`src/design/pcmh_pkg.sv`:
```
// constants for the pcm highway coding and framing block
package pcmh_pkg;
  // impedance scaling code
  localparam int SCALE_W = 5;
  localparam logic [4:0] SCALE_CUTOFF = 5'h00;
  localparam logic [4:0] SCALE_LOOP = 5'h10;
  localparam logic [4:0] SCALE_ZERO_GAIN = 5'h00;
  // a-law alternate bit inversion mask
  localparam logic [7:0] ABI_MASK = 8'h55;
  // signaling byte field positions
  localparam int SIG_HOOK_BIT = 7;
  localparam int SIG_DET_BIT = 6;
  localparam int SIG_FAIL_BIT = 2;
  // highway geometry
  localparam int SLOT_W = 7;
  localparam int CNT_W = 11;
  localparam int WORD_W = 16;
  localparam logic [10:0] LEN_ONE_SLOT = 11'h008;
  localparam logic [10:0] LEN_TWO_SLOT = 11'h010;
  localparam logic [1:0] FS_RUN_TWO = 2'h2;
  localparam logic [1:0] FS_RUN_MAX = 2'h3;
  // default coefficient set, gains in milli-dB
  localparam logic signed [15:0] DEF_TX_GAIN_MDB = 16'sh1770;
  localparam logic signed [15:0] DEF_RX_GAIN_MDB = -16'sh2318;
  localparam logic DEF_ATTEN_DISABLE = 1'b0;
  localparam logic DEF_AMP_LOSS = 1'b0;
  // coefficient ram, rx buffer and pin synchronisers
  localparam int COEF_AW = 4;
  localparam int COEF_DW = 8;
  localparam int BUF_W = 17;
  localparam int SYNC_N = 8;
endpackage

```
`src/design/pcmh_highway_core.sv`:
```
// pcm highway coding, signaling, robbed-bit and scaling control
`timescale 1ns/10ps
// Notes on behaviour
// - scaling gain is sixteenth step times code minus 16
// - code zero cuts scaling feedback off
// - code 10000 gives unity full digital loopback
// - loopback ignores line input, output at reference
// - a-law or mu-law, a-law uses bit inversion
// - linear is 16-bit two slots, sign first
// - double clock halves the pcm data shift rate
// - halving only inside slot timing, pll unaffected
// - clock source select feeds pll from pcm clock
// - signaling adds byte after companded data byte
// - signaling byte holds hook, detector, clock fail
// - signaling bit 7 follows data bit 0 directly
// - signaling slot sent while channel inactive
// - robbed bit only mu-law receive, tx intact
// - robbed frame drops lsb, expander adds half
// - robbed frame needs two-cycle sync after other
// - sync sampled on falling clock, high-high-low
// - default set: fixed gains, cutoff scaling, etc
// - defaults from rom, reads see ram only
// - slots are msb-first bytes from sync slot 0
module pcmh_highway_core (
  // clock and reset
  input wire logic clk_sys_in,
  input wire logic srst_in,
  // highway pins
  input wire logic pclk_in,
  input wire logic mclk_in,
  input wire logic frame_sync_in,
  input wire logic pcm_rx_in,
  output logic pcm_tx_out,
  output logic pcm_tx_en_out,
  output logic pll_ref_out,
  // coding and framing configuration
  input wire logic companding_alaw_in,
  input wire logic linear_code_in,
  input wire logic double_bit_clock_en_in,
  input wire logic master_clock_source_sel_in,
  input wire logic highway_signaling_en_in,
  input wire logic robbed_bit_en_in,
  input wire logic channel_active_in,
  input wire logic [6:0] tx_slot_in,
  input wire logic [6:0] rx_slot_in,
  // scaling and coefficient configuration
  input wire logic [4:0] impedance_scale_code_in,
  input wire logic default_coef_sel_in,
  input wire logic attenuator_disable_in,
  input wire logic transmit_amp_in,
  input wire logic receive_amp_in,
  input wire logic signed [15:0] transmit_gain_mdb_in,
  input wire logic signed [15:0] receive_gain_mdb_in,
  // line status pins for the signaling byte
  input wire logic hook_detect_in,
  input wire logic second_detect_in,
  input wire logic muxed_hook_detect_in,
  input wire logic muxed_detect_sel_in,
  input wire logic clock_fail_flag_in,
  // transmit sample from the signal processor
  input wire logic [15:0] tx_sample_in,
  // receive stream to the signal processor
  output logic [15:0] rx_data_out,
  output logic rx_half_lsb_out,
  output logic rx_valid_out,
  input wire logic rx_ready_in,
  output logic rx_overrun_out,
  output logic robbed_frame_out,
  // analog path control
  output logic signed [4:0] scale_gain_out,
  output logic scale_enable_out,
  output logic full_loopback_out,
  output logic line_in_ignore_out,
  output logic line_out_ref_out,
  output logic attenuator_disable_out,
  output logic transmit_amp_out,
  output logic receive_amp_out,
  output logic signed [15:0] transmit_gain_mdb_out,
  output logic signed [15:0] receive_gain_mdb_out,
  output logic coef_from_rom_out,
  // programmable coefficient ram port
  input wire logic coef_wr_en_in,
  input wire logic [3:0] coef_addr_in,
  input wire logic [7:0] coef_wr_data_in,
  output logic [7:0] coef_rd_data_out
);

  // alternate bit inversion, same on both directions
  function automatic logic [7:0] pcmh_abi(input logic [7:0] b,
                                          input logic alaw);
    pcmh_abi = alaw ? (b ^ pcmh_pkg::ABI_MASK) : b;
  endfunction

  logic [pcmh_pkg::SYNC_N-1:0] raw_w;
  logic [pcmh_pkg::SYNC_N-1:0] sync1_reg;
  logic [pcmh_pkg::SYNC_N-1:0] sync2_reg;
  assign raw_w = {clock_fail_flag_in, muxed_hook_detect_in,
                  second_detect_in, hook_detect_in, pcm_rx_in,
                  frame_sync_in, mclk_in, pclk_in};

  // two-flop synchronisers, one per pin
  genvar gi;
  generate
    for (gi = 0; gi < pcmh_pkg::SYNC_N; gi++)
    begin : g_sync
      always_ff @(posedge clk_sys_in)
      begin
        if (srst_in)
        begin
          sync1_reg[gi] <= 1'b0;
          sync2_reg[gi] <= 1'b0;
        end
        else
        begin
          sync1_reg[gi] <= raw_w[gi];
          sync2_reg[gi] <= sync1_reg[gi];
        end
      end
    end
  endgenerate

  logic pclk_s, mclk_s, fs_s, rx_s, hook_s, det2_s, mdet_s, fail_s;
  assign {fail_s, mdet_s, det2_s, hook_s, rx_s, fs_s, mclk_s,
          pclk_s} = sync2_reg;

  // edge and frame timing state
  logic pclk_prev_reg, fs_prev_reg, div_reg, framed_reg;
  logic [10:0] cnt_reg;
  logic [1:0] fs_run_reg;
  logic prev_two_reg, robbed_reg;
  logic pclk_fall, frame_start, bit_tick;
  logic [10:0] cnt_next;

  assign pclk_fall = pclk_prev_reg & ~pclk_s;
  assign frame_start = pclk_fall & fs_s & ~fs_prev_reg;
  // halving lives here only, the pll reference is untouched
  assign bit_tick = pclk_fall & (~double_bit_clock_en_in | div_reg |
                                 frame_start);
  assign cnt_next = frame_start ? '0 :
                    (&cnt_reg ? cnt_reg : cnt_reg + 11'h001);

  always_ff @(posedge clk_sys_in)
  begin
    if (srst_in)
    begin
      pclk_prev_reg <= 1'b0;
      fs_prev_reg <= 1'b0;
      div_reg <= 1'b0;
      framed_reg <= 1'b0;
      cnt_reg <= '1;
    end
    else
    begin
      pclk_prev_reg <= pclk_s;
      if (pclk_fall)
      begin
        fs_prev_reg <= fs_s;
        div_reg <= frame_start ? 1'b0 : ~div_reg;
      end
      if (frame_start)
        framed_reg <= 1'b1;
      if (bit_tick)
        cnt_reg <= cnt_next;
    end
  end

  // sync length classification on every falling edge
  logic sync_ended, run_two;
  assign sync_ended = pclk_fall & ~fs_s & (fs_run_reg != 2'h0);
  assign run_two = (fs_run_reg == pcmh_pkg::FS_RUN_TWO);

  always_ff @(posedge clk_sys_in)
  begin
    if (srst_in)
    begin
      fs_run_reg <= 2'h0;
      prev_two_reg <= 1'b0;
      robbed_reg <= 1'b0;
    end
    else if (pclk_fall)
    begin
      if (fs_s)
        fs_run_reg <= (fs_run_reg == pcmh_pkg::FS_RUN_MAX) ?
                      fs_run_reg : fs_run_reg + 2'h1;
      else
        fs_run_reg <= 2'h0;
      if (sync_ended)
      begin
        prev_two_reg <= run_two;
        robbed_reg <= robbed_bit_en_in & ~companding_alaw_in &
                      run_two & ~prev_two_reg;
      end
    end
  end
  assign robbed_frame_out = robbed_reg;

  // transmit word assembly
  logic loop_mode;
  logic [15:0] loop_word_reg;
  logic [7:0] comp_byte, sig_byte;
  logic [15:0] tx_word_w, tx_word_reg;
  logic [10:0] tx_len, tx_off;
  logic tx_in_win, tx_sig_part;

  assign comp_byte = loop_mode ? loop_word_reg[7:0] :
                     pcmh_abi(tx_sample_in[7:0],
                              companding_alaw_in);
  always_comb
  begin
    sig_byte = 8'h00;
    sig_byte[pcmh_pkg::SIG_HOOK_BIT] = hook_s;
    sig_byte[pcmh_pkg::SIG_DET_BIT] = muxed_detect_sel_in ?
                                       mdet_s : det2_s;
    sig_byte[pcmh_pkg::SIG_FAIL_BIT] = fail_s;
  end
  // linear has priority if software sets both modes
  assign tx_word_w = linear_code_in ?
                     (loop_mode ? loop_word_reg : tx_sample_in) :
                     {comp_byte, sig_byte};
  assign tx_len = (linear_code_in | highway_signaling_en_in) ?
                  pcmh_pkg::LEN_TWO_SLOT : pcmh_pkg::LEN_ONE_SLOT;
  assign tx_off = cnt_next - {1'b0, tx_slot_in, 3'h0};
  // the first start edge must open the window before framed is set
  assign tx_in_win = (framed_reg | frame_start) & (tx_off < tx_len);
  assign tx_sig_part = ~linear_code_in & highway_signaling_en_in &
                       tx_off[3];

  // one bit per tick, msb first, straight into the sig byte
  always_ff @(posedge clk_sys_in)
  begin
    if (srst_in)
    begin
      pcm_tx_out <= 1'b0;
      pcm_tx_en_out <= 1'b0;
      tx_word_reg <= '0;
    end
    else if (bit_tick)
    begin
      if (tx_off == 11'h000)
        tx_word_reg <= tx_word_w;
      pcm_tx_out <= (tx_off == 11'h000) ? tx_word_w[15] :
                    tx_word_reg[4'hf - tx_off[3:0]];
      pcm_tx_en_out <= tx_in_win & (channel_active_in |
                                    tx_sig_part);
    end
  end

  // receive shifting and word processing
  logic [15:0] rx_shift_reg, rx_full_w, rx_word_w;
  logic [10:0] rx_len, rx_off;
  logic [7:0] rx_code;
  logic rx_last, rx_robbed;

  assign rx_len = linear_code_in ? pcmh_pkg::LEN_TWO_SLOT :
                  pcmh_pkg::LEN_ONE_SLOT;
  assign rx_off = cnt_next - {1'b0, rx_slot_in, 3'h0};
  assign rx_last = bit_tick & framed_reg &
                   (rx_off == rx_len - 11'h001);
  assign rx_full_w = {rx_shift_reg[14:0], rx_s};
  assign rx_robbed = robbed_reg & ~linear_code_in;
  assign rx_code = pcmh_abi(rx_full_w[7:0], companding_alaw_in) &
                   {7'h7f, ~rx_robbed};
  assign rx_word_w = linear_code_in ? rx_full_w :
                     {8'h00, rx_code};

  always_ff @(posedge clk_sys_in)
  begin
    if (srst_in)
    begin
      rx_shift_reg <= '0;
      loop_word_reg <= '0;
    end
    else if (bit_tick)
    begin
      rx_shift_reg <= rx_full_w;
      if (rx_last)
        loop_word_reg <= rx_full_w;
    end
  end

  // two-entry buffer toward the signal processor
  logic [pcmh_pkg::BUF_W-1:0] buf_mem [2];
  logic wr_ptr_reg, rd_ptr_reg;
  logic [1:0] buf_cnt_reg;
  logic buf_full, buf_push, buf_pop;
  assign buf_full = buf_cnt_reg[1];
  assign buf_push = rx_last & ~buf_full;
  assign buf_pop = rx_valid_out & rx_ready_in;
  assign rx_valid_out = (buf_cnt_reg != 2'h0);
  assign {rx_half_lsb_out, rx_data_out} = buf_mem[rd_ptr_reg];

  always_ff @(posedge clk_sys_in)
  begin
    if (srst_in)
    begin
      buf_mem[0] <= '0;
      buf_mem[1] <= '0;
      wr_ptr_reg <= 1'b0;
      rd_ptr_reg <= 1'b0;
      buf_cnt_reg <= 2'h0;
      rx_overrun_out <= 1'b0;
    end
    else
    begin
      if (buf_push)
      begin
        buf_mem[wr_ptr_reg] <= {rx_robbed, rx_word_w};
        wr_ptr_reg <= ~wr_ptr_reg;
      end
      if (buf_pop)
        rd_ptr_reg <= ~rd_ptr_reg;
      buf_cnt_reg <= buf_cnt_reg + {1'b0, buf_push} -
                     {1'b0, buf_pop};
      // the line cannot be stalled, so a full buffer drops
      rx_overrun_out <= rx_last & buf_full;
    end
  end

  // scaling decode and default coefficient selection
  logic [4:0] eff_code;
  logic code_cut, code_loop;
  assign eff_code = default_coef_sel_in ? pcmh_pkg::SCALE_CUTOFF :
                    impedance_scale_code_in;
  assign code_cut = (eff_code == pcmh_pkg::SCALE_CUTOFF);
  assign code_loop = (eff_code == pcmh_pkg::SCALE_LOOP);
  assign loop_mode = full_loopback_out;

  always_ff @(posedge clk_sys_in)
  begin
    if (srst_in)
    begin
      scale_gain_out <= pcmh_pkg::SCALE_ZERO_GAIN;
      scale_enable_out <= 1'b0;
      full_loopback_out <= 1'b0;
      line_in_ignore_out <= 1'b0;
      line_out_ref_out <= 1'b0;
      pll_ref_out <= 1'b0;
    end
    else
    begin
      // code minus 16 is the code with its top bit flipped
      scale_gain_out <= (code_cut | code_loop) ?
                        pcmh_pkg::SCALE_ZERO_GAIN :
                        {~eff_code[4], eff_code[3:0]};
      scale_enable_out <= ~code_cut & ~code_loop;
      full_loopback_out <= code_loop;
      line_in_ignore_out <= code_loop;
      line_out_ref_out <= code_loop;
      pll_ref_out <= master_clock_source_sel_in ?
                     pclk_s : mclk_s;
    end
  end

  // default set comes from constants, never from the ram
  always_ff @(posedge clk_sys_in)
  begin
    if (srst_in)
    begin
      attenuator_disable_out <= pcmh_pkg::DEF_ATTEN_DISABLE;
      transmit_amp_out <= pcmh_pkg::DEF_AMP_LOSS;
      receive_amp_out <= pcmh_pkg::DEF_AMP_LOSS;
      transmit_gain_mdb_out <= pcmh_pkg::DEF_TX_GAIN_MDB;
      receive_gain_mdb_out <= pcmh_pkg::DEF_RX_GAIN_MDB;
      coef_from_rom_out <= 1'b1;
    end
    else
    begin
      attenuator_disable_out <= default_coef_sel_in ?
        pcmh_pkg::DEF_ATTEN_DISABLE : attenuator_disable_in;
      transmit_amp_out <= default_coef_sel_in ?
        pcmh_pkg::DEF_AMP_LOSS : transmit_amp_in;
      receive_amp_out <= default_coef_sel_in ?
        pcmh_pkg::DEF_AMP_LOSS : receive_amp_in;
      transmit_gain_mdb_out <= default_coef_sel_in ?
        pcmh_pkg::DEF_TX_GAIN_MDB : transmit_gain_mdb_in;
      receive_gain_mdb_out <= default_coef_sel_in ?
        pcmh_pkg::DEF_RX_GAIN_MDB : receive_gain_mdb_in;
      coef_from_rom_out <= default_coef_sel_in;
    end
  end

  // programmable ram, unwritten words read back undefined
  logic [pcmh_pkg::COEF_DW-1:0] coef_ram [2**pcmh_pkg::COEF_AW];
  always_ff @(posedge clk_sys_in)
  begin
    if (coef_wr_en_in)
      coef_ram[coef_addr_in] <= coef_wr_data_in;
  end
  always_ff @(posedge clk_sys_in)
  begin
    if (srst_in)
      coef_rd_data_out <= 8'h00;
    else
      coef_rd_data_out <= coef_ram[coef_addr_in];
  end

endmodule

```
`config.mk`:
```
export PLATFORM = sky130hd
export DESIGN_NAME = pcmh_highway_core
export DESIGN_NICKNAME = d
export VERILOG_FILES = /design/src/design/pcmh_pkg.sv /design/src/design/pcmh_highway_core.sv
export SDC_FILE = /design/constraint.sdc
export NUM_CORES = 1
export LEC_CHECK = 0
export BUFFER_PORTS_ARGS = -buffer_cell sky130_fd_sc_hd__buf_4
export CORE_MARGIN = 1.5
export CORE_UTILIZATION = 52
export DETAILED_ROUTE_END_ITERATION = 16
export GPL_TIMING_DRIVEN = 0
export HOLD_SLACK_MARGIN = 0.12
export PLACE_DENSITY = 0.76
export SETUP_SLACK_MARGIN = 0.5
export SLEW_MARGIN = 30
export SYNTH_ARGS = -nofsm -noshare
export SYNTH_HDL_FRONTEND = slang
export SYNTH_SLANG_ARGS = --single-unit
```
`constraint.sdc`:
```
create_clock -name clk_sys_in -period 4.47 [get_ports clk_sys_in]
set_input_delay 0.894 -clock clk_sys_in [delete_from_list [all_inputs] [get_ports clk_sys_in]]
set_output_delay 0.894 -clock clk_sys_in [all_outputs]
set_load 0.005 [all_outputs]
```
==> key figures, run 1 <==
Yosys
  – Largest family of logic cells by synthesized area: simple AND/OR/NAND/NOR gates
  – Count of flip-flops with a built-in enable after synthesis: approximately 160
  – Adder-cell share of the synthesized area: under 10%
  – Distinct cell type count of the synthesized netlist: 85
  – Synth area leaders: edfxtp_1 (38%), dfxtp_1 (22%), mux4_2 (7.5%), mux2i_1 (4.0%), nor2_1 (2.1%)
  – Yosys warns: 0
  – Post-Syn Instances: 979
  – Top cell type's share of synthesized area: a little under two fifths
  – Mean Syn Cell Area: approximately 13 um^2
  – Synth Area in Compound Gates: roughly 5.5%
  – Seq cells post-synth: 304
  – Area leader, netlist: edfxtp_1
  – Top_reg_cell synth: edfxtp_1
  – Synth async-reset ratio: 0%
  – Post-synth net total: 1103
  – Synth Cell Area: about 13000 um^2
  – Post-synthesis sequential area ratio: between 50% and 60%
  – Post-Synth Simple-Gate Area: 14.1%
  – Xor-xnor portion of the synthesized cell area: 1.49%
  – Mux contribution to synthesized area: between 10% and 20%

Placed design
  – Dpl cells: roughly 1500
  – Final HPWL DP: ~22 mm
  – RD Place Congestion: approximately 0.87
  – Port bufs: 174

Final layout
  – Final net count: approximately 1300
  – ANT cells: 0
  – Top flop regs: coef_ram (128), buf_mem (34)
  – Share of layout cells above drive strength 1: 34.6%
  – Reg with most FFs: coef_ram
  – Layout area overhead: 27.3%
  – Non-Filler Instances: between 1500 and 2000
  – Commonest non-fill, non-tap cell in the layout: buf_4
  – Max reg flops: between 100 and 150
  – Leading cell types in the layout, fill and taps excluded: buf_4 (200), edfxtp_1 (162), dfxtp_1 (132)
  – Util after Layout: 67.5%

Die
  – Die Span Y: 160 um
  – Full die area: 25700 um^2
  – Initial Util: between 50 and 60%
  – # IOs: about 180
  – Core area: around 24000 um^2
  – Chip width: ~160 um
  – Row count: 57

Critical path
  – CP endpoint kind: register
  – Worst path arrival time: roughly 4.6 ns
  – Critical Path RT: 4.85 ns
  – R2R Setup Slk: between 0.2 and 0.3 ns
  – R2r startpoint: cnt_reg[1]
  – Crit-path max FO: 4
  – R2R Path End: buf_cnt_reg[1]
  – Startpoint Class: register
  – Setup Crit Path Kind: register to register
  – R2R depth: 21

Timing
  – Final hold vios: 0
  – Tightest Pin Transition: around 0.87 ns
  – Final worst-path cycle share: ~94%
  – Max-slew headroom: around 42%
  – Fin Clk Skew: approximately 0.025 ns
  – Setup Viol. Count Final: 0
  – Max Freq: between 200 and 250 MHz
  – Final min period: ~4.2 ns
  – RSZ-0062 raised after global routing: true
  – Slew Viols, Final: 0

Routing
  – Wire length per cell: slightly above 20 um
  – Iteration-0 DRC count of the detailed router: 630
  – Post-route ant nets: 0
  – Number of detailed-route iterations in the first pass: 5
  – Vias: a little under 9000
  – Drt total wl: ~32 mm
  – DR vias/cell: roughly 5.6
  – Residual DRC count: 0

CTS
  – H-tree depth: 2
  – Num Clock Sinks: ~300
  – Clock root cell: clkbuf_16
  – CTS max path bufs: 3
  – Hold buffers post-CTS: 0
  – Worst skew pair latency: around 0.52 ns
  – Clock buffer count from CTS: 34
  – CTS tree: yes
  – Reg clk slew, reported paths: around 0.07 ns

Outcome
  – Status: finished clean

Global route
  – Number of antenna violations at the first check in global routing: 0
  – Total gr overflow: 0
  – Gr usage total: between 20% and 30%
  – First-pass GRT wire length: just under 50 mm
  – Number of global-route vias before repair: a little under 9000
  – Largest net degree at the start of global routing: 18

Pwr
  – Pwr per Cell Area: about 400 nW/um^2
  – Peak VDD IR: ~0.00035 V
  – Overall Power: roughly 0.0065 W
  – Leakage: approximately 6.4 nW

Flow run
  – Max_cap viols: 0

Hold path
  – Tightest Hold Check Type: register to register
  – Worst hold path cell count: 1
  – Worst hold start: sync1_reg[2]
  – Worst hold endpoint: fs_s
[repair_timing]
action	4_1_cts	5_1_grt
buffers inserted	22	7
endpoints found under the setup margin	106	105
gates resized for setup	52	40
pin swaps	23	30
cloned	0	3
[worst max-delay path: stages (launching register included)]
cell and delay, ns:
dfxtp_4 0.38, ha_4 0.15, nand2_4 0.04, o31a_1 0.30, xor2_1 0.20, nand2_2 0.12, ha_4 0.20, fa_2 0.35
buf_6 0.13, xor2_1 0.12, o2111ai_1 0.13, or3_4 0.36, nor4b_4 0.25, nand4b_1 0.14, buf_6 0.16, or2_4 0.24
ha_4 0.26, inv_2 0.03, ha_4 0.15, xor2_2 0.14, xnor2_1 0.14, nor2_1 0.05
[synth_stat cells (5+ instances only)]
library cell	instances
nand2_1	56
nand3_1	7
and3_1	17
nor2_1	72
a21oi_1	24
or2b_1	6
nand4_1	6
buf_6	5
mux2i_1	51
or3_1	19
or2b_2	5
xnor2_1	11
o21ai_0	12
nand2b_1	10
and2_1	35
ha_1	19
nor3_1	18
inv_1	27
a211o_1	8
buf_1	6
dfxtp_1	142
mux2_2	24
a21o_1	6
nor2b_1	35
nor4_1	8
mux4_2	43
o31ai_1	6
xor2_1	11
clkbuf_1	42
edfxtp_1	162
[where the power goes]
group / internal (W) / switching, W / leakage, nW / total, W
registers: 0.00300 / 0.0000212 / 2.65 / 0.00303
logic: 0.000348 / 0.000363 / 3.23 / 0.000710
clock network: 0.00163 / 0.00112 / 0.544 / 0.00275
total: 0.00498 / 0.00150 / 6.42 / 0.00649
[per-stage QoR]
step | setup slack (ns) | instance area, um^2 | TNS (ns) | hold slack, ns
finish | 0.283 | 16400 | 0 | 0.419
global route | 0.110 | 16400 | 0 | 0.450
CTS | 0.246 | 16100 | 0 | 0.422
detailed placement | -0.519 | 14700 | -20.94 | 0.422
global placement | -0.480 | 14600 | -16.75 | 0.418
floorplan | 0.374 | 12900 | 0 | 0.414
[metal layers]
metal | up-vias | GRT usage (%) | share of wire [%]
li1 | 4077 | - | -
met1 | 4332 | 32.2 | 41
met2 | 292 | 42.7 | 52
met3 | 45 | 3.80 | 5.6
met4 | 0 | 6.41 | 1.8
met5 | - | 0 | 0
[cells by family (layout without fill, tap and decap cells)]
family,count (synthesis),count (layout)
DFF,304,304
buffers and inverters,88,354
adders and majority gates,22,22
and+or+nand+nor,330,330
xor gates and xnor gates,22,22
muxes,119,119
AOI/OAI and AO/OA,94,96
[worst max path at each step]
stage,slack (ns),cells past startpoint,to,from
2_1_floorplan,0.37,19,buf_cnt_reg[1],cnt_reg[5]
3_3_place_gp,-0.48,19,buf_cnt_reg[1],pclk_s
3_5_place_dp,-0.52,19,buf_cnt_reg[1],pclk_s
4_1_cts,0.25,21,buf_cnt_reg[1],cnt_reg[3]
5_1_grt,0.11,21,buf_cnt_reg[1],cnt_reg[4]
6_report,0.28,21,buf_cnt_reg[1],cnt_reg[1]
[layout make-up]
type                       count  area (um^2)
clock buffer                  50          962
timing repair buffer         204         1570
tap                          324          405
inverter                      27          101
fill                        1749         7910
clock inverter                12          159
sequential                   304         7730
multi-input combinational    589         5140
buffer                        61          345
Power figures use the tool's default switching activity.
==> run 2: changes to the inputs <==
--- a/config.mk
+++ b/config.mk
@@ -7,11 +7,11 @@
 export LEC_CHECK = 0
 export BUFFER_PORTS_ARGS = -buffer_cell sky130_fd_sc_hd__buf_4
 export CORE_MARGIN = 1.5
-export CORE_UTILIZATION = 52
+export CORE_UTILIZATION = 57
 export DETAILED_ROUTE_END_ITERATION = 16
 export GPL_TIMING_DRIVEN = 0
 export HOLD_SLACK_MARGIN = 0.12
-export PLACE_DENSITY = 0.76
+export PLACE_DENSITY = 0.79
 export SETUP_SLACK_MARGIN = 0.5
 export SLEW_MARGIN = 30
 export SYNTH_ARGS = -nofsm -noshare
==> constraint.sdc (replaced) <==
create_clock -name clk_sys_in -period 4.14 [get_ports clk_sys_in]
set_input_delay 0.828 -clock clk_sys_in [delete_from_list [all_inputs] [get_ports clk_sys_in]]
set_output_delay 0.828 -clock clk_sys_in [all_outputs]
set_load 0.005 [all_outputs]
==> run 2 against run 1 <==
Compared with the run above:
- the flow now finishes with violations (setup timing)
- clock power down 3%
- sequential power up 7.9%
- wire length up 0.96%
- largest cell class unchanged
- clock skew down 0.015 ns
- global-route usage up 2.2 points
- highest routed layer unchanged
- power up 3.5%
==> key figures, run 2 (synthesis results as in run 1) <==
Outcome
  – Status: finished with violations
  – Failing checks: setup timing

Timing
  – Max Freq: 237 MHz (-0.91%)
  – Final worst-path cycle share: 102% (+8.4 points)
  – RSZ-0062 raised after global routing: true
  – Fin Clk Skew: 0.0101 ns (-0.0149 ns)
  – Slew Viols, Final: 0 (unchanged)
  – Tightest Pin Transition: 0.882 ns (+0.0165 ns)
  – Max-slew headroom: 41.2% (-1.1 points)
  – Final hold vios: 0 (unchanged)
  – Final worst slack: -0.0854 ns (-0.369 ns)
  – Setup TNS: -1.01 ns (-1.01 ns)
  – Setup Viol. Count Final: 18 (+18)
  – Final min period: 4.23 ns (+0.0385 ns)

Flow run
  – Max_cap viols: 0 (unchanged)

CTS
  – Num Clock Sinks: 304 (unchanged)
  – Clock root cell: clkbuf_16
  – CTS max path bufs: 3 (unchanged)
  – H-tree depth: 1 (-1)
  – Reg clk slew, reported paths: 0.06 ns (about the same)
  – Worst skew pair latency: 0.55 ns (+0.03 ns)
  – Clock buffer count from CTS: 30 (-12%)
  – Hold buffers post-CTS: 0 (unchanged)
  – CTS tree: yes

Critical path
  – Setup Crit Path Kind: register to register
  – R2R Setup Slk: -0.09 ns (-0.37 ns)
  – Worst path arrival time: 4.65 ns (+0.08 ns)
  – CP endpoint kind: register
  – Startpoint Class: register
  – Critical Path RT: 4.56 ns (-0.29 ns)
  – Crit-path max FO: 5 (+1)

Routing
  – Vias: 8847 (+1.2%)
  – DR vias/cell: 5.79 (+4.1%)
  – Iteration-0 DRC count of the detailed router: 636 (+0.95%)
  – Post-route ant nets: 0 (unchanged)
  – Drt total wl: 32.0 mm (+0.96%)
  – Residual DRC count: 0 (unchanged)
  – Number of detailed-route iterations in the first pass: 6 (+1)
  – Wire length per cell: 21.0 um (+3.9%)

Final layout
  – Final net count: 1346 (+0.074%)
  – Top flop regs: coef_ram (128), buf_mem (34)
  – Layout area overhead: 26.9%
  – Fin area: 16400 um^2 (-0.29%)
  – Fillers: 1456 (-17%)
  – Reg with most FFs: coef_ram
  – Leading cell types in the layout, fill and taps excluded: buf_4 (202), edfxtp_1 (162), dfxtp_1 (132)
  – Max reg flops: 128 (unchanged)
  – Share of layout cells above drive strength 1: 36.0% (+1.4 points)
  – Commonest non-fill, non-tap cell in the layout: buf_4
  – Util after Layout: 74.3% (+6.8 points)

Die
  – # IOs: 179 (unchanged)
  – Full die area: 23500 um^2 (-8.6%)
  – Core area: 22000 um^2 (-9.4%)
  – Die Span Y: 153 um (-4.4%)
  – Chip width: 153 um (-4.4%)
  – Initial Util: 58.5% (+5.5 points)
  – Row count: 54 (-5.3%)

Placed design
  – Placed Instance Area: 14700 um^2 (+0.15%)
  – Final HPWL DP: 21.1 mm (-3.2%)
  – RD Place Congestion: 0.901 (+3.2%)
  – Port bufs: 174 (unchanged)

Global route
  – Largest net degree at the start of global routing: 18 (unchanged)
  – Total gr overflow: 0 (unchanged)
  – Gr usage total: 26.8% (+2.2 points)
  – Number of global-route vias before repair: 8821 (+1.1%)
  – Number of antenna violations at the first check in global routing: 1 (+1)
  – First-pass GRT wire length: 48.6 mm (-0.18%)

Pwr
  – Pwr per Cell Area: 410 nW/um^2 (+3.8%)
  – Peak VDD IR: 0.000371 V (+4.9%)
  – Overall Power: 0.00672 W (+3.5%)
  – Leakage: 6.36 nW (-0.91%)

Hold path
  – Tightest Hold Check Type: register to register
## run 2: changes by cell type in the layout (fill, tap and decap cells not counted), moves of 4 or more
cell       before  now
nor2b_4         2    6
and3_1         14    3
and2_1         34   28
and3_4          5   16
clkbuf_16      35   31
and2_4          0    6
## run 2: per-stage QoR
stage | hold slack (ns) | worst slack [ns] | std cells
after detailed placement | 0.426 | -0.756 | 1433
after floorplan | 0.414 | 0.143 | 979
final | 0.442 | -0.0854 | 1527
after global placement | 0.418 | -0.671 | 1433
after CTS | 0.440 | -0.0179 | 1516
after global routing | 0.441 | -0.274 | 1527
## run 2: layer usage
metal	track usage [%]	vias up	routed length [um]
li1	-	4086	-
met1	34.6	4376	13000
met2	46.9	325	16200
met3	4.03	60	2050
met4	8.04	0	746
met5	0	-	0
## run 2: cell type report
type	count	area [um^2]	area share (%)
antenna	1	2.50	0.0153
timing repair buffer	210	1640	10.0
clock buffer	42	847	5.18
inverter	27	101	0.619
buffer	61	358	2.19
clock inverter	14	124	0.757
tap	280	350	2.14
sequential	304	7730	47.3
multi-input combinational	588	5200	31.8
## run 2: what timing repair did
| item | in CTS | in global routing |
|---|---|---|
| setup endpoints to repair | 106 | 106 |
| gates cloned | 4 | 0 |
| resized for setup | 66 | 34 |
| setup buffers | 23 | 10 |
| pin swaps | 37 | 22 |
## run 2: final timing paths
check | from | end | cells after the start
min reg2reg | sync1_reg[2] | fs_s | 1
max reg2reg | cnt_reg[1] | buf_mem[1][15] | 21
min | sync1_reg[2] | fs_s | 1
max | cnt_reg[1] | buf_mem[1][15] | 21
## run 2: report_power, final
part	internal [W]	switching, W	leakage [nW]	total, W
clock	0.00155	0.00112	0.478	0.00267
sequential	0.00324	0.0000244	2.65	0.00327
combinational	0.000383	0.000392	3.24	0.000774
total	0.00517	0.00154	6.36	0.00672
## run 2: critical path, stage by stage, from the launching register on
cell       delay (ns)
dfxtp_4          0.37
ha_4             0.15
nand2_4          0.04
o31a_1           0.32
buf_4            0.16
and3_4           0.17
xnor2_4          0.15
nor2_4           0.17
ha_4             0.23
buf_4            0.13
xor2_1           0.16
o2111ai_1        0.13
or3_1            0.37
nor4b_2          0.22
nand4b_1         0.14
buf_6            0.16
buf_4            0.13
buf_6            0.10
buf_6            0.11
nor4_4           0.28
clkbuf_8         0.23
and3_4           0.17
==> run 3: changes to the inputs <==
--- a/config.mk
+++ b/config.mk
@@ -12,6 +12,7 @@
 export GPL_TIMING_DRIVEN = 0
 export HOLD_SLACK_MARGIN = 0.12
 export PLACE_DENSITY = 0.79
+export RECOVER_POWER = 100
 export SETUP_SLACK_MARGIN = 0.5
 export SLEW_MARGIN = 30
 export SYNTH_ARGS = -nofsm -noshare
==> run 3 against run 2 <==
Compared with the run above:
- the run still ends with setup timing left
- combinational power decreased by 1%
- hold slack improved by 0.00064 ns
- final area decreased by 0.46%
- register-to-register slack about the same
- cell count unchanged
- via count decreased by 0.99%
- die area unchanged
- critical path type unchanged
==> key figures, run 3 (synthesis results as in run 1) <==
Critical path
  – Crit-path max FO: 5 (unchanged)
  – CP endpoint kind: register
  – Critical Path RT: 4.56 ns (about the same)
  – Startpoint Class: register
  – Worst path arrival time: 4.64 ns (about the same)
  – R2R depth: 20 (-4.8%)
  – Setup Crit Path Kind: register to register

Hold path
  – Tightest Hold Check Type: register to register
  – Worst hold path cell count: 1 (unchanged)

Timing
  – RSZ-0062 raised after global routing: true
  – Final worst slack: -0.0841 ns (+0.00125 ns)
  – Max Freq: 237 MHz (about the same)
  – Tightest Pin Transition: 0.927 ns (+0.0448 ns)
  – Slew Viols, Final: 0 (unchanged)
  – Setup Viol. Count Final: 18 (unchanged)
  – Setup TNS: -0.965 ns (+0.0412 ns)
  – Hold slack: 0.443 ns (+0.000643 ns)
  – Max-slew headroom: 38.2% (-3.0 points)
  – Final min period: 4.22 ns (-0.00125 ns)
  – Final worst-path cycle share: 102% (about the same)
  – Final hold vios: 0 (unchanged)
  – Fin Clk Skew: 0.0108 ns (+0.000674 ns)

Pwr
  – Overall Power: 0.00671 W (-0.12%)
  – Leakage: 6.27 nW (-1.5%)
  – Pwr per Cell Area: 412 nW/um^2 (+0.34%)
  – Peak VDD IR: 0.000369 V (-0.61%)

Final layout
  – Leading cell types in the layout, fill and taps excluded: edfxtp_1 (162), buf_4 (139), dfxtp_1 (132)
  – Fillers: 1479 (+1.6%)
  – Top flop regs: coef_ram (128), buf_mem (34)
  – Final net count: 1346 (unchanged)
  – Layout area overhead: 26.4%
  – Reg with most FFs: coef_ram
  – Fin area: 16300 um^2 (-0.46%)
  – Max reg flops: 128 (unchanged)
  – Commonest non-fill, non-tap cell in the layout: edfxtp_1
  – Share of layout cells above drive strength 1: 34.3% (-1.6 points)

CTS
  – H-tree depth: 1 (unchanged)
  – Hold buffers post-CTS: 0 (unchanged)
  – Clock buffer count from CTS: 30 (unchanged)
  – Num Clock Sinks: 304 (unchanged)
  – CTS tree: yes
  – Worst skew pair latency: 0.55 ns (about the same)
  – CTS max path bufs: 3 (unchanged)
  – Reg clk slew, reported paths: 0.06 ns (about the same)
  – Clock root cell: clkbuf_16

Die
  – Row count: 54 (unchanged)
  – Die Span Y: 153 um (unchanged)
  – Chip width: 153 um (unchanged)
  – Core area: 22000 um^2 (unchanged)
  – # IOs: 179 (unchanged)
  – Full die area: 23500 um^2 (unchanged)
  – Initial Util: 58.5% (unchanged)

Global route
  – Total gr overflow: 0 (unchanged)
  – Largest net degree at the start of global routing: 18 (unchanged)
  – First-pass GRT wire length: 48.6 mm (unchanged)
  – Gr usage total: 26.8% (unchanged)
  – Number of global-route vias before repair: 8821 (unchanged)
  – Number of antenna violations at the first check in global routing: 1 (unchanged)

Flow run
  – Max_cap viols: 0 (unchanged)

Outcome
  – Status: finished with violations
  – Failing checks: setup timing

Routing
  – Post-route ant nets: 0 (unchanged)
  – Drt total wl: 32.0 mm (-0.21%)
  – Wire length per cell: 20.9 um (-0.21%)
  – DR vias/cell: 5.74 (-0.99%)
  – Residual DRC count: 0 (unchanged)
  – Number of detailed-route iterations in the first pass: 5 (-1)
  – Iteration-0 DRC count of the detailed router: 645 (+1.4%)
  – Vias: 8759 (-0.99%)

Placed design
  – Pre-CTS setup slack: -0.756 ns (unchanged)
  – RD Place Congestion: 0.901 (unchanged)
  – Final HPWL DP: 21.1 mm (unchanged)
  – Port bufs: 174 (unchanged)
  – Placed Instance Area: 14700 um^2 (unchanged)
run 3: final cells by class:
| type | instances | area, um^2 | area share, % |
|---|---|---|---|
| plain buffers | 61 | 358 | 2.20 |
| multi-input cells | 588 | 5200 | 31.9 |
| repair buffers | 210 | 1570 | 9.63 |
| inverters | 27 | 101 | 0.622 |
| clock buffers | 42 | 847 | 5.20 |
| clock inverters | 14 | 124 | 0.760 |
| flip-flops and latches | 304 | 7730 | 47.5 |
| well taps | 280 | 350 | 2.15 |
| diodes | 1 | 2.50 | 0.0154 |
run 3: repair_timing:
action	CTS	global route
setup endpoints to repair	106	106
gates cloned	4	0
endpoints found under the hold margin	0	0
setup buffers	23	10
pin swaps	37	22
resized for setup	66	34
run 3: layer usage:
layer	track usage, %	vias to the layer above	wire [um]
li1	-	4084	-
met1	34.6	4298	12900
met2	46.9	319	16200
met3	4.03	58	2060
met4	8.04	0	755
met5	0	-	0
run 3: path summary, 6_finish.rpt:
kind / slack, ns / start / endpoint
min: 0.44 / sync1_reg[2] / fs_s
min reg2reg: 0.44 / sync1_reg[2] / fs_s
max: -0.08 / cnt_reg[1] / buf_mem[1][15]
max reg2reg: -0.08 / cnt_reg[1] / buf_mem[1][15]
run 3: power by group:
group	switching, W	leakage, nW	internal, W
combinational	0.000390	3.14	0.000373
clock	0.00113	0.478	0.00155
sequential	0.0000238	2.65	0.00324
run 3: through the flow:
step	utilization, %	std cells
2_1_floorplan	-	979
3_3_place_gp	66.5	1433
3_5_place_dp	66.6	1433
4_1_cts	73.3	1516
5_1_grt	74.0	1527
6_report	74.0	1527
run 3: critical path, cell delays in order, from the launching register on:
cell	delay, ns
dfxtp_4	0.37
ha_4	0.15
nand2_4	0.04
o31a_1	0.32
xor2_1	0.18
nand2_2	0.12
ha_4	0.20
fa_2	0.37
buf_4	0.16
xor2_1	0.14
o2111ai_1	0.13
or3_1	0.37
nor4b_2	0.22
nand4b_1	0.14
buf_6	0.16
buf_4	0.13
buf_6	0.11
buf_6	0.11
nor4_4	0.28
clkbuf_8	0.23
and3_4	0.17
